==> config.mk <==
export PLATFORM = sky130hd
export DESIGN_NAME = hbgc_top
export DESIGN_NICKNAME = d
export VERILOG_FILES = /design/src/design/hbgc_pkg.sv /design/src/design/hbgc_top.sv
export SDC_FILE = /design/constraint.sdc
export NUM_CORES = 1
export LEC_CHECK = 0
export BUFFER_PORTS_ARGS = -buffer_cell sky130_fd_sc_hd__buf_2
export CAP_MARGIN = 30
export CORE_MARGIN = 1.5
export CORE_UTILIZATION = 30
export DETAILED_ROUTE_END_ITERATION = 6
export GPL_TIMING_DRIVEN = 0
export HOLD_SLACK_MARGIN = 0.05
export PLACE_DENSITY = 0.58
export SYNTH_ARGS = -nofsm -noshare
export SYNTH_HDL_FRONTEND = slang
export SYNTH_SLANG_ARGS = --single-unit
==> constraint.sdc <==
create_clock -name CLK_IN -period 3.04 [get_ports CLK_IN]
set_input_delay 0.456 -clock CLK_IN [delete_from_list [all_inputs] [get_ports CLK_IN]]
set_output_delay 0.456 -clock CLK_IN [all_outputs]
set_load 0.01 [all_outputs]
==> src/design/hbgc_pkg.sv <==
// package for the h-bridge gate control block
// assumes a single 25 MHz clock domain
package hbgc_pkg;

  // ==========================================================
  // clock and timing
  localparam int          CLK_HZ           = 25000000;
  localparam int          STEP_UP_HZ       = 100000;
  localparam int          STEP_UP_HALF_CYC = CLK_HZ / (2 * STEP_UP_HZ);
  localparam int          SHORT_DETECT_NS  = 10000;
  localparam int          SHORT_DETECT_CYC = (SHORT_DETECT_NS + 39) / 40;
  localparam int          DEAD_TIME_NS     = 1000;
  localparam int          DEAD_TIME_CYC    = (DEAD_TIME_NS + 39) / 40;
  localparam int          SLOW_ON_EXTRA    = 2;
  localparam logic [7:0]  HALF_CYC_W       = 8'(STEP_UP_HALF_CYC - 1);
  localparam logic [9:0]  SHORT_CYC_W      = 10'(SHORT_DETECT_CYC);
  localparam logic [6:0]  DEAD_CYC_W       = 7'(DEAD_TIME_CYC + SLOW_ON_EXTRA);

  // ==========================================================
  // register bus map (byte addresses)
  localparam logic [3:0]  ADDR_CTRL        = 4'h0;
  localparam logic [3:0]  ADDR_STATUS      = 4'h4;
  localparam logic [3:0]  ADDR_IRQ_STAT    = 4'h8;
  localparam logic [3:0]  ADDR_IRQ_MASK    = 4'hC;
  localparam logic [31:0] BAD_ADDR_DATA    = 32'h0000_0000;

  // ctrl fields
  localparam int          CTRL_EN_BIT      = 0;
  localparam int          CTRL_DIR_BIT     = 1;
  localparam int          CTRL_PWM_BIT     = 2;
  localparam logic [2:0]  CTRL_RESET_VAL   = 3'h6;

  // event bits: 0 overtemp 1 overvolt 2 undervolt 3 short
  localparam int          EVT_W            = 4;

  // ==========================================================
  // types
  typedef enum logic [1:0] {
    HBGC_STANDBY = 2'b00,
    HBGC_FAULT   = 2'b01,
    HBGC_RUN     = 2'b10
  } hbgc_mode_t;

  typedef struct packed {
    logic hs_a;
    logic ls_a;
    logic hs_b;
    logic ls_b;
  } hbgc_gates_t;

endpackage : hbgc_pkg

==> src/design/hbgc_top.sv <==
// h-bridge gate control: decode, fault shutdown, short latch, step-up clock
// assumes comparator flags are asynchronous pins; wishbone master on CLK_IN
`timescale 1ns/1ns

// Operation
// RULE1 - step-up switch toggles at 100 kHz, half high half low, while active
// RULE2 - step-up starts when supply below 8V, stops above 10V
// RULE3 - enable low: gates resistive, fault flag tristated; enable high activates
// RULE4 - controller waits about 50 us after enable before relying on bridge
// RULE5 - unconnected direction or pulse-width input reads as high
// RULE6 - controller holds direction and pulse-width high at wake, brake, disable
// RULE7 - pulse-width high brakes: both high sides sink, both low sides source
// RULE8 - pulse-width low: direction picks diagonal pair, other gates sink
// RULE9 - over-temperature forces gates sink, serial driver off, fault low
// RULE10 - overvoltage forces gates sink, serial driver off, fault low
// RULE11 - undervoltage keeps gates sink and fault low
// RULE12 - high side held on with low node past detect time is cut off
// RULE13 - low side held on with high node past detect time is cut off
// RULE14 - cut-off latch holds fault low until direction or pulse-width changes
// RULE15 - short cut-off affects only shorted transistors, others follow inputs
// RULE16 - fault flag low is real-time OR of all shutdown conditions
// RULE17 - turn-on delayed longer than turn-off to avoid cross conduction
// RULE18 - each turn-on waits a dead time after input change
// RULE19 - flags synchronised; faults beat decoding; standby beats all
module hbgc_top (
  input  wire logic               CLK_IN,
  input  wire logic               RSTN_IN,
  input  wire logic               WB_CYC_IN,
  input  wire logic               WB_STB_IN,
  input  wire logic               WB_WE_IN,
  input  wire logic [3:0]         WB_ADR_IN,
  input  wire logic [3:0]         WB_SEL_IN,
  input  wire logic [31:0]        WB_DAT_IN,
  output logic      [31:0]        WB_DAT_OUT,
  output logic                    WB_ACK_OUT,
  input  wire logic               OVERTEMP_FLAG_IN,
  input  wire logic               OVERVOLT_FLAG_IN,
  input  wire logic               UNDERVOLT_FLAG_IN,
  input  wire logic               SUPPLY_BELOW_8V_IN,
  input  wire logic               SUPPLY_ABOVE_10V_IN,
  input  wire logic               BRIDGE_NODE_A_HIGH_IN,
  input  wire logic               BRIDGE_NODE_B_HIGH_IN,
  output hbgc_pkg::hbgc_gates_t   GATES_OUT,
  output logic                    GATES_RESISTIVE_OUT,
  output logic                    FAULT_FLAG_N_OUT,
  output logic                    FAULT_FLAG_N_OE_OUT,
  output logic                    STEP_UP_SWITCH_OUT,
  output logic                    SERIAL_DRIVER_EN_OUT,
  output logic                    IRQ_OUT
);
  import hbgc_pkg::*;

  // ==========================================================
  // input synchronisers
  // two flops per pin; only the second flop feeds logic
  localparam int NSYNC = 7;
  logic [NSYNC-1:0] sync1_reg;
  logic [NSYNC-1:0] sync2_reg;
  logic [NSYNC-1:0] pins;
  assign pins = {OVERTEMP_FLAG_IN, OVERVOLT_FLAG_IN, UNDERVOLT_FLAG_IN, SUPPLY_BELOW_8V_IN,
                 SUPPLY_ABOVE_10V_IN, BRIDGE_NODE_A_HIGH_IN, BRIDGE_NODE_B_HIGH_IN};

  genvar gi;
  generate
    for (gi = 0; gi < NSYNC; gi++) begin : g_sync
      always_ff @(posedge CLK_IN) begin
        if (!RSTN_IN) begin
          sync1_reg[gi] <= 1'b0;
          sync2_reg[gi] <= 1'b0;
        end else begin
          sync1_reg[gi] <= pins[gi];                               // RULE19
          sync2_reg[gi] <= sync1_reg[gi];
        end
      end
    end
  endgenerate

  logic ot_s, ov_s, uv_s, below8_s, above10_s, node_a_hi, node_b_hi;
  assign {ot_s, ov_s, uv_s, below8_s, above10_s, node_a_hi, node_b_hi} = sync2_reg;

  // ==========================================================
  // wishbone register file
  logic [2:0]       ctrl_reg;
  logic [EVT_W-1:0] irq_stat_reg;
  logic [EVT_W-1:0] irq_mask_reg;
  logic             ack_reg;
  logic [31:0]      dat_reg;
  logic             bus_req;
  logic             wr_ctrl;
  logic             rd_irq;
  logic             wr_mask;
  logic             enable, dir_in, pwm_in;

  // write strobe for one register word; byte lane 0 carries every field
  function automatic logic wr_hit(input logic       req,
                                  input logic       we,
                                  input logic       sel0,
                                  input logic [3:0] adr,
                                  input logic [3:0] target);
    return req && we && sel0 && (adr == target);
  endfunction : wr_hit

  assign bus_req = WB_CYC_IN && WB_STB_IN && !ack_reg;
  assign wr_ctrl = wr_hit(bus_req, WB_WE_IN, WB_SEL_IN[0], WB_ADR_IN, ADDR_CTRL);
  assign wr_mask = wr_hit(bus_req, WB_WE_IN, WB_SEL_IN[0], WB_ADR_IN, ADDR_IRQ_MASK);
  assign rd_irq  = bus_req && !WB_WE_IN && (WB_ADR_IN == ADDR_IRQ_STAT);
  assign enable  = ctrl_reg[CTRL_EN_BIT];
  assign dir_in  = ctrl_reg[CTRL_DIR_BIT];
  assign pwm_in  = ctrl_reg[CTRL_PWM_BIT];

  always_ff @(posedge CLK_IN) begin
    if (!RSTN_IN) begin
      ctrl_reg <= CTRL_RESET_VAL;                                  // RULE3 RULE5
    end else if (wr_ctrl) begin
      ctrl_reg <= WB_DAT_IN[2:0];
    end
  end

  always_ff @(posedge CLK_IN) begin
    if (!RSTN_IN) begin
      irq_mask_reg <= '0;
    end else if (wr_mask) begin
      irq_mask_reg <= WB_DAT_IN[EVT_W-1:0];
    end
  end

  // ==========================================================
  // fault evaluation
  logic             hw_fault;
  logic [3:0]       short_lat_reg;   // hs_a ls_a hs_b ls_b
  logic             short_any;
  logic [EVT_W-1:0] events;
  logic [EVT_W-1:0] events_d_reg;

  assign hw_fault  = ot_s || ov_s || uv_s;                         // RULE9 RULE10 RULE11
  assign short_any = |short_lat_reg;
  assign events    = enable ? {short_any, uv_s, ov_s, ot_s} : '0;

  always_ff @(posedge CLK_IN) begin
    if (!RSTN_IN) begin
      events_d_reg <= '0;
    end else begin
      events_d_reg <= events;
    end
  end

  // set wins over read-clear, so an event in the read cycle shows on the next read
  always_ff @(posedge CLK_IN) begin
    if (!RSTN_IN) begin
      irq_stat_reg <= '0;
    end else begin
      irq_stat_reg <= (rd_irq ? '0 : irq_stat_reg) | (events & ~events_d_reg);
    end
  end

  // single-cycle ack; the ack term in bus_req drops it after one cycle
  always_ff @(posedge CLK_IN) begin
    if (!RSTN_IN) begin
      ack_reg <= 1'b0;
    end else begin
      ack_reg <= bus_req;
    end
  end

  always_ff @(posedge CLK_IN) begin
    if (!RSTN_IN) begin
      dat_reg <= '0;
    end else begin
      if (bus_req && !WB_WE_IN) begin
        case (WB_ADR_IN)
          ADDR_CTRL:     dat_reg <= {29'h0000_0000, ctrl_reg};
          ADDR_STATUS:   dat_reg <= {24'h00_0000, short_lat_reg, short_any, uv_s, ov_s, ot_s};
          ADDR_IRQ_STAT: dat_reg <= {28'h000_0000, irq_stat_reg};
          ADDR_IRQ_MASK: dat_reg <= {28'h000_0000, irq_mask_reg};
          default:       dat_reg <= BAD_ADDR_DATA;
        endcase
      end
    end
  end

  assign WB_ACK_OUT = ack_reg;
  assign WB_DAT_OUT = dat_reg;

  always_ff @(posedge CLK_IN) begin
    if (!RSTN_IN) begin
      IRQ_OUT <= 1'b0;
    end else begin
      IRQ_OUT <= |(irq_stat_reg & irq_mask_reg);
    end
  end

  // ==========================================================
  // mode and truth-table decode
  hbgc_mode_t  mode;
  hbgc_gates_t want;
  always_comb begin
    if (!enable) begin
      mode = HBGC_STANDBY;                                         // RULE19
    end else if (hw_fault) begin
      mode = HBGC_FAULT;
    end else begin
      mode = HBGC_RUN;
    end
  end

  always_comb begin
    want = '0;
    case (mode)
      HBGC_RUN: begin
        if (pwm_in) begin
          want = '{hs_a: 1'b0, ls_a: 1'b1, hs_b: 1'b0, ls_b: 1'b1}; // RULE7
        end else if (!dir_in) begin
          want = '{hs_a: 1'b0, ls_a: 1'b1, hs_b: 1'b1, ls_b: 1'b0}; // RULE8
        end else begin
          want = '{hs_a: 1'b1, ls_a: 1'b0, hs_b: 1'b0, ls_b: 1'b1}; // RULE8
        end
      end
      default: want = '0;                                          // RULE9 RULE10 RULE11
    endcase
  end

  // ==========================================================
  // dead time after input change, short latches
  logic [1:0] inputs_d_reg;
  logic       input_change;
  logic [6:0] dead_cnt_reg;
  logic       dead_busy;
  assign input_change = {dir_in, pwm_in} != inputs_d_reg;
  // busy from the very cycle of the change, before the counter is loaded
  assign dead_busy    = input_change || (dead_cnt_reg != 7'h00);

  always_ff @(posedge CLK_IN) begin
    if (!RSTN_IN) begin
      inputs_d_reg <= 2'h3;
      dead_cnt_reg <= '0;
    end else begin
      inputs_d_reg <= {dir_in, pwm_in};
      if (input_change || !enable) begin
        dead_cnt_reg <= DEAD_CYC_W;                                // RULE18 RULE17
      end else if (dead_busy) begin
        dead_cnt_reg <= dead_cnt_reg - 7'h01;
      end
    end
  end

  hbgc_gates_t gate_reg;
  logic [3:0]  gate_vec;
  logic [3:0]  node_bad;
  assign gate_vec = gate_reg;
  // high side shorted if node stays low; low side if node stays high
  assign node_bad = {!node_a_hi, node_a_hi, !node_b_hi, node_b_hi};

  // per-switch run counter, cleared when the switch drops or the node recovers
  logic [9:0] sc_cnt_reg [4];
  generate
    for (gi = 0; gi < 4; gi++) begin : g_short
      always_ff @(posedge CLK_IN) begin
        if (!RSTN_IN) begin
          sc_cnt_reg[gi]    <= '0;
          short_lat_reg[gi] <= 1'b0;
        end else if (input_change || !enable) begin
          sc_cnt_reg[gi]    <= '0;
          short_lat_reg[gi] <= 1'b0;                               // RULE14
        end else if (gate_vec[gi] && node_bad[gi]) begin
          if (sc_cnt_reg[gi] >= SHORT_CYC_W) begin
            short_lat_reg[gi] <= 1'b1;                             // RULE12 RULE13
          end else begin
            sc_cnt_reg[gi] <= sc_cnt_reg[gi] + 10'h001;
          end
        end else begin
          sc_cnt_reg[gi] <= '0;
        end
      end
    end
  endgenerate

  // ==========================================================
  // gate and flag outputs
  logic [3:0] want_vec;
  logic       fault_any;
  assign want_vec  = want;
  assign fault_any = hw_fault || short_any;

  // last guard: never both switches of one leg at once
  function automatic logic [3:0] leg_guard(input logic [3:0] g);
    logic [3:0] r;
    r = g;
    if (g[3] && g[2]) begin
      r[3:2] = 2'b00;
    end
    if (g[1] && g[0]) begin
      r[1:0] = 2'b00;
    end
    return r;
  endfunction : leg_guard

  // turn-off at once, turn-on only when the dead time is over; latched shorts stay off
  function automatic logic [3:0] gate_next(input logic [3:0] wanted,
                                           input logic [3:0] held,
                                           input logic [3:0] latched,
                                           input logic       busy);
    return leg_guard(wanted & ~latched & (busy ? held : 4'hF));
  endfunction : gate_next

  always_ff @(posedge CLK_IN) begin
    if (!RSTN_IN) begin
      gate_reg <= '0;
    end else begin
      gate_reg <= gate_next(want_vec, gate_vec, short_lat_reg, dead_busy); // RULE15 RULE17 RULE18
    end
  end

  always_ff @(posedge CLK_IN) begin
    if (!RSTN_IN) begin
      GATES_OUT           <= '0;
      GATES_RESISTIVE_OUT <= 1'b1;
    end else begin
      GATES_OUT           <= gate_next(want_vec, gate_vec, short_lat_reg, dead_busy);
      GATES_RESISTIVE_OUT <= !enable;                                // RULE3
    end
  end

  always_ff @(posedge CLK_IN) begin
    if (!RSTN_IN) begin
      FAULT_FLAG_N_OUT <= 1'b1;
    end else begin
      FAULT_FLAG_N_OUT <= !fault_any;                                // RULE16
    end
  end

  // open drain: driven only when enabled and pulling low
  always_ff @(posedge CLK_IN) begin
    if (!RSTN_IN) begin
      FAULT_FLAG_N_OE_OUT <= 1'b0;
    end else begin
      FAULT_FLAG_N_OE_OUT <= enable && fault_any;                    // RULE3 RULE16
    end
  end

  always_ff @(posedge CLK_IN) begin
    if (!RSTN_IN) begin
      SERIAL_DRIVER_EN_OUT <= 1'b0;
    end else begin
      SERIAL_DRIVER_EN_OUT <= enable && !ot_s && !ov_s;              // RULE9 RULE10
    end
  end

  // ==========================================================
  // step-up converter switch
  // below-8V start and above-10V stop form the hysteresis band
  logic       stepup_on_reg;
  logic [7:0] su_cnt_reg;
  always_ff @(posedge CLK_IN) begin
    if (!RSTN_IN) begin
      stepup_on_reg <= 1'b0;
    end else if (!enable || above10_s) begin
      stepup_on_reg <= 1'b0;                                       // RULE2
    end else if (below8_s) begin
      stepup_on_reg <= 1'b1;                                       // RULE2
    end
  end

  always_ff @(posedge CLK_IN) begin
    if (!RSTN_IN) begin
      su_cnt_reg         <= '0;
      STEP_UP_SWITCH_OUT <= 1'b0;
    end else if (!stepup_on_reg) begin
      su_cnt_reg         <= '0;
      STEP_UP_SWITCH_OUT <= 1'b0;
    end else if (su_cnt_reg == HALF_CYC_W) begin
      su_cnt_reg         <= '0;
      STEP_UP_SWITCH_OUT <= !STEP_UP_SWITCH_OUT;                   // RULE1
    end else begin
      su_cnt_reg <= su_cnt_reg + 8'h01;
    end
  end

endmodule : hbgc_top

Word level (Yosys, flattened, before mapping)
Memory sizes are Yosys's and may differ from the RTL's.
Index checks and enable logic that the tools add are counted.
Word-level totals
  word-level logic and storage cells: 187
  RAM bits: 40
  output and inout bits: 43
  input bits: 52
  register bits after elaboration: 94
  memories: 1
Memories
  sc_cnt_reg: words 4, bits a word 10, read ports 4, clocked after memory_dff 0, write ports 4, RTL line hbgc_top.sv:254  | logic [9:0] sc_cnt_reg [4];
Cells by class
  multiplexer cells: 63
  equal/unequal tests: 6
  reductions and logical operators: 47
  bitwise operators: 21
  magnitude comparators: 4
  $add $sub $neg: 6
Operators with widths (count)
  two-way mux 10 bit: 12
  adder 10 x 1 -> 10 bit, second input constant: 4
  greater-or-equal comparator 10 x 8 -> 1 bit, second input constant: 4
  two-way mux 1 bit: 40
  case mux 8 bit (4 select lines): 1
  two-way mux 4 bit: 6
  logical AND 1 bit: 17
  bitwise AND 4 bit: 4
  OR 1 bit: 12
  two-way mux 5 bit: 2
  AND reduction 2 bit: 5
  zero test 1 bit: 9
  adder 8 x 1 -> 8 bit, second input constant: 1
  == test 4 bit, second input constant: 2
  == test 8 x 7 -> 1 bit, second input constant: 1
  inverter 4 bit: 2
  OR reduction 2 bit: 4
  OR reduction 4 bit: 2
  nonzero test 7 bit: 1
  subtractor 7 x 1 -> 7 bit, second input constant: 1
  logical OR 1 bit: 6
  == test 4 x 3 -> 1 bit, second input constant: 1
  zero test 4 bit: 1
  two-way mux 2 bit: 2
  other kinds (6): 7

Depth between registers and ports, before layout
  depth after elaboration: 10
  gate-level depth with buffers: 7
  mapped depth without buffers: 6

Least setup slack after synthesis
No wires, ideal clock.
  path type: register to register
  start: memory sc_cnt_reg[3][0]
  end: memory sc_cnt_reg[3][2], data pin
  required time: 2.902 ns
  path buffers: 1
  setup slack: 1.041 ns
  stages on the path, launching flop included: 8
  period minus slack after synthesis: 1.999 ns
  arrival: 1.861 ns
  library setup time: 0.138 ns
  cells stage by stage: edfxtp_1 > inv_1 > ha_1 > or3_1 > a311o_1 > or3b_1 > buf_2 > nor2_1
RTL lines (RTL line)
  start: declaration: hbgc_top.sv:254

==> results.txt <==
status: finished, final reports clean
synthesized instance count: 433
post-CTS setup buffer count: 0
P_sw: 561 uW
HP Start: UNDERVOLT_FLAG_IN
P&R area growth vs syn: 18.3%
Root Buffer: clkbuf_16
clock group share of total power: 40.8%
gpl congestion: 0.753
WP data arrival: 2180 ps
clock buffer depth: 2
chip width: 128 um
crit start category: flip-flop
switch share: 20.0%
max incr delay on CP: 620 ps
Period Utilization, post-route: 74.7%
fmax: 441 MHz
worst-margin pin slew: 963 ps
DRC violations left: 0
top_reg_cell synth: dfxtp_1
Post-synth EDFFs: 40
Worst VDD drop: 262 uV
Max Cap Violations: 0
Initial DRC Count: 200
total routed wirelength: 8940 um
register area share after synthesis: 55.4%
Worst path slowest cell: nand4_1
ant diodes: 0
relative slew slack: 35.2%
layout cells sized above 1: 17.4%
P per Cell Area: 504 nW/um^2
vias post-DR: 3186
Initial Utilization: 30.8%
Mapped Area: 4700 um^2
WP data required: 2950 ps
GRT Resource Usage Total: 11.7%
skew final: 4.68 ps
Largest delay share family, worst path: simple AND/OR/NAND/NOR gates
Crit Path Category: flip-flop to flip-flop
vias in the first global route: 2954
largest net degree at the start of global routing: 17
CTS H-tree depth: 3
first-pass GRT wire length: 14900 um
max reg flops: 40
CTS tree: yes
# clock sinks: 110
DIE AREA: 16400 um^2
worst r2r dst: sc_cnt_reg[0][3]
WL per Instance: 12.3 um
pins over their slew limit: 0
worst-skew pair later-pin latency: 340 ps
post-DR vias/cell: 4.38
die height: 128 um
CORE AREA: 15300 um^2
gr ovfl total: 0
clock slew at reported path FFs: 70 ps
Avg Inst Size Synth: 10.9 um^2
Comb power frac: 4.1%
Crit Path Max Fanout: 11
Yosys warnings: 0
synth unique cells: 50
Nets: 575
RSZ-0062 raised after global routing: false
cells along the critical path: buf_4, nand2_2, nor3_2, nand4_1
hold path endpoint: sync1_reg[4]
Min Clock Period, post-route: 2270 ps
WP buf/inv: 1
DR pass1 iterations: 4
Worst Hold Depth: 2
total CTS buffers: 9
Layout fillers: 1541
ANT nets after route: 0
Leak Pwr: 0.00222 uW
post-synthesis register bit count: 110
final hold violations: 0
sequential share of power: 55.1%
hold_buf cts: 0
number of setup violations in the final report: 0
worst r2r src: ctrl_reg[0]
FFs w/ async S/R, synth: 0%
hpwl dp: 6620 um
Hold/Removal Path Class: primary input to flip-flop
setup_tns: 0 ps
Port Buffers: 37
post_cts resized: 0
initial antenna violation count: 0
Pint: 2240 uW
post-layout util: 36.4%
r2r setup slk: 770 ps
CP Capture Type: flip-flop
I/O pin cnt: 95
worst-case reg-to-reg path depth: 4
FP Rows: 45
cell type report:
class	count	area [um^2]	area share (%)
plain buffers	36	241	4.34
well taps	211	264	4.75
repair buffers	37	185	3.33
clock buffers	16	293	5.27
flip-flops and latches	110	2600	46.8
multi-input cells	304	1920	34.5
inverters	14	52.6	0.945
placed cells by master (no fill, tap or decap), types with 4 or more instances in the layout:
cell / n
dfxtp_1: 70
nor2_1: 66
buf_2: 41
edfxtp_1: 40
conb_1: 32
buf_4: 25
nand2_1: 23
xor2_1: 19
nand3_1: 15
and2_1: 14
inv_1: 13
xnor2_1: 13
or3_1: 11
ha_1: 11
clkbuf_1: 10
a22oi_1: 10
and3_1: 10
clkbuf_16: 10
mux2i_1: 8
a21oi_1: 7
nor3_1: 7
and4_1: 5
nand4_1: 5
nand2b_1: 5
a311o_1: 4
cell usage after synthesis, types with 3 or more instances:
cell type | count | area, um^2
nand4_1 | 5 | 31.3
and3_1 | 10 | 62.6
and4_1 | 5 | 43.8
dfxtp_1 | 70 | 1400
nor4_1 | 3 | 18.8
ha_1 | 11 | 138
or3_1 | 11 | 68.8
buf_2 | 4 | 20.0
nor2_1 | 66 | 248
clkbuf_1 | 6 | 22.5
edfxtp_1 | 40 | 1200
mux4_2 | 3 | 67.6
nor2b_1 | 3 | 18.8
or3b_1 | 3 | 26.3
nor3_1 | 7 | 35.0
a22o_1 | 3 | 26.3
and2_1 | 14 | 87.6
nand3_1 | 15 | 75.1
nand2b_1 | 5 | 31.3
xnor2_1 | 13 | 114
inv_1 | 13 | 48.8
a22oi_1 | 10 | 75.1
mux2i_1 | 8 | 80.1
a21oi_1 | 7 | 35.0
buf_4 | 25 | 188
nand2_1 | 23 | 86.3
a311o_1 | 4 | 40.0
xor2_1 | 19 | 166
cells by family after synthesis:
kind of cell    Yosys count  synth area share, %
flops                   110                 55.4
other cells               1               0.0798
mux                      11                 3.14
simple gates            185                 21.1
compound gates           33                 5.22
fa+ha+maj                11                 2.93
buf+inv                  50                 6.25
xor+xnor                 32                 5.96
layer usage:
layer,GRT usage (%),vias to the layer above,wire length [um]
met1,15.3,1492,4360
met2,18.1,66,4020
met5,0,-,0
li1,-,1614,-
met3,3.38,14,373
met4,5.09,0,192
worst max-delay path by stage:
stage,from,end,slack [ps],cells past startpoint
floorplan,sc_cnt_reg[3][0],sc_cnt_reg[3][2],1040,7
global placement,RSTN_IN,sc_cnt_reg[0][4],690,4
detailed placement,RSTN_IN,sc_cnt_reg[0][3],630,4
CTS,ctrl_reg[0],sc_cnt_reg[0][4],750,4
global route,ctrl_reg[0],sc_cnt_reg[0][6],510,4
finish,ctrl_reg[0],sc_cnt_reg[0][3],770,4
power groups by stage:
stage	sequential (uW)	clock (uW)	combinational (uW)
3_3_place_gp	1580	0	112
4_1_cts	1540	1180	114
6_report	1540	1140	115
3_5_place_dp	1580	0	114
2_1_floorplan	1570	0	83.5
5_1_grt	1540	1250	129
stage by stage:
step	worst slack [ps]	hold WS [ps]	instances	cell area, um^2	total power [uW]
6_report	771	315	728	5560	2800
5_1_grt	510	309	728	5560	2920
4_1_cts	751	303	728	5560	2840
3_5_place_dp	629	389	712	5270	1690
3_3_place_gp	692	380	712	5270	1690
2_1_floorplan	1040	376	464	4820	1660
(Power assumes the default switching activity.)
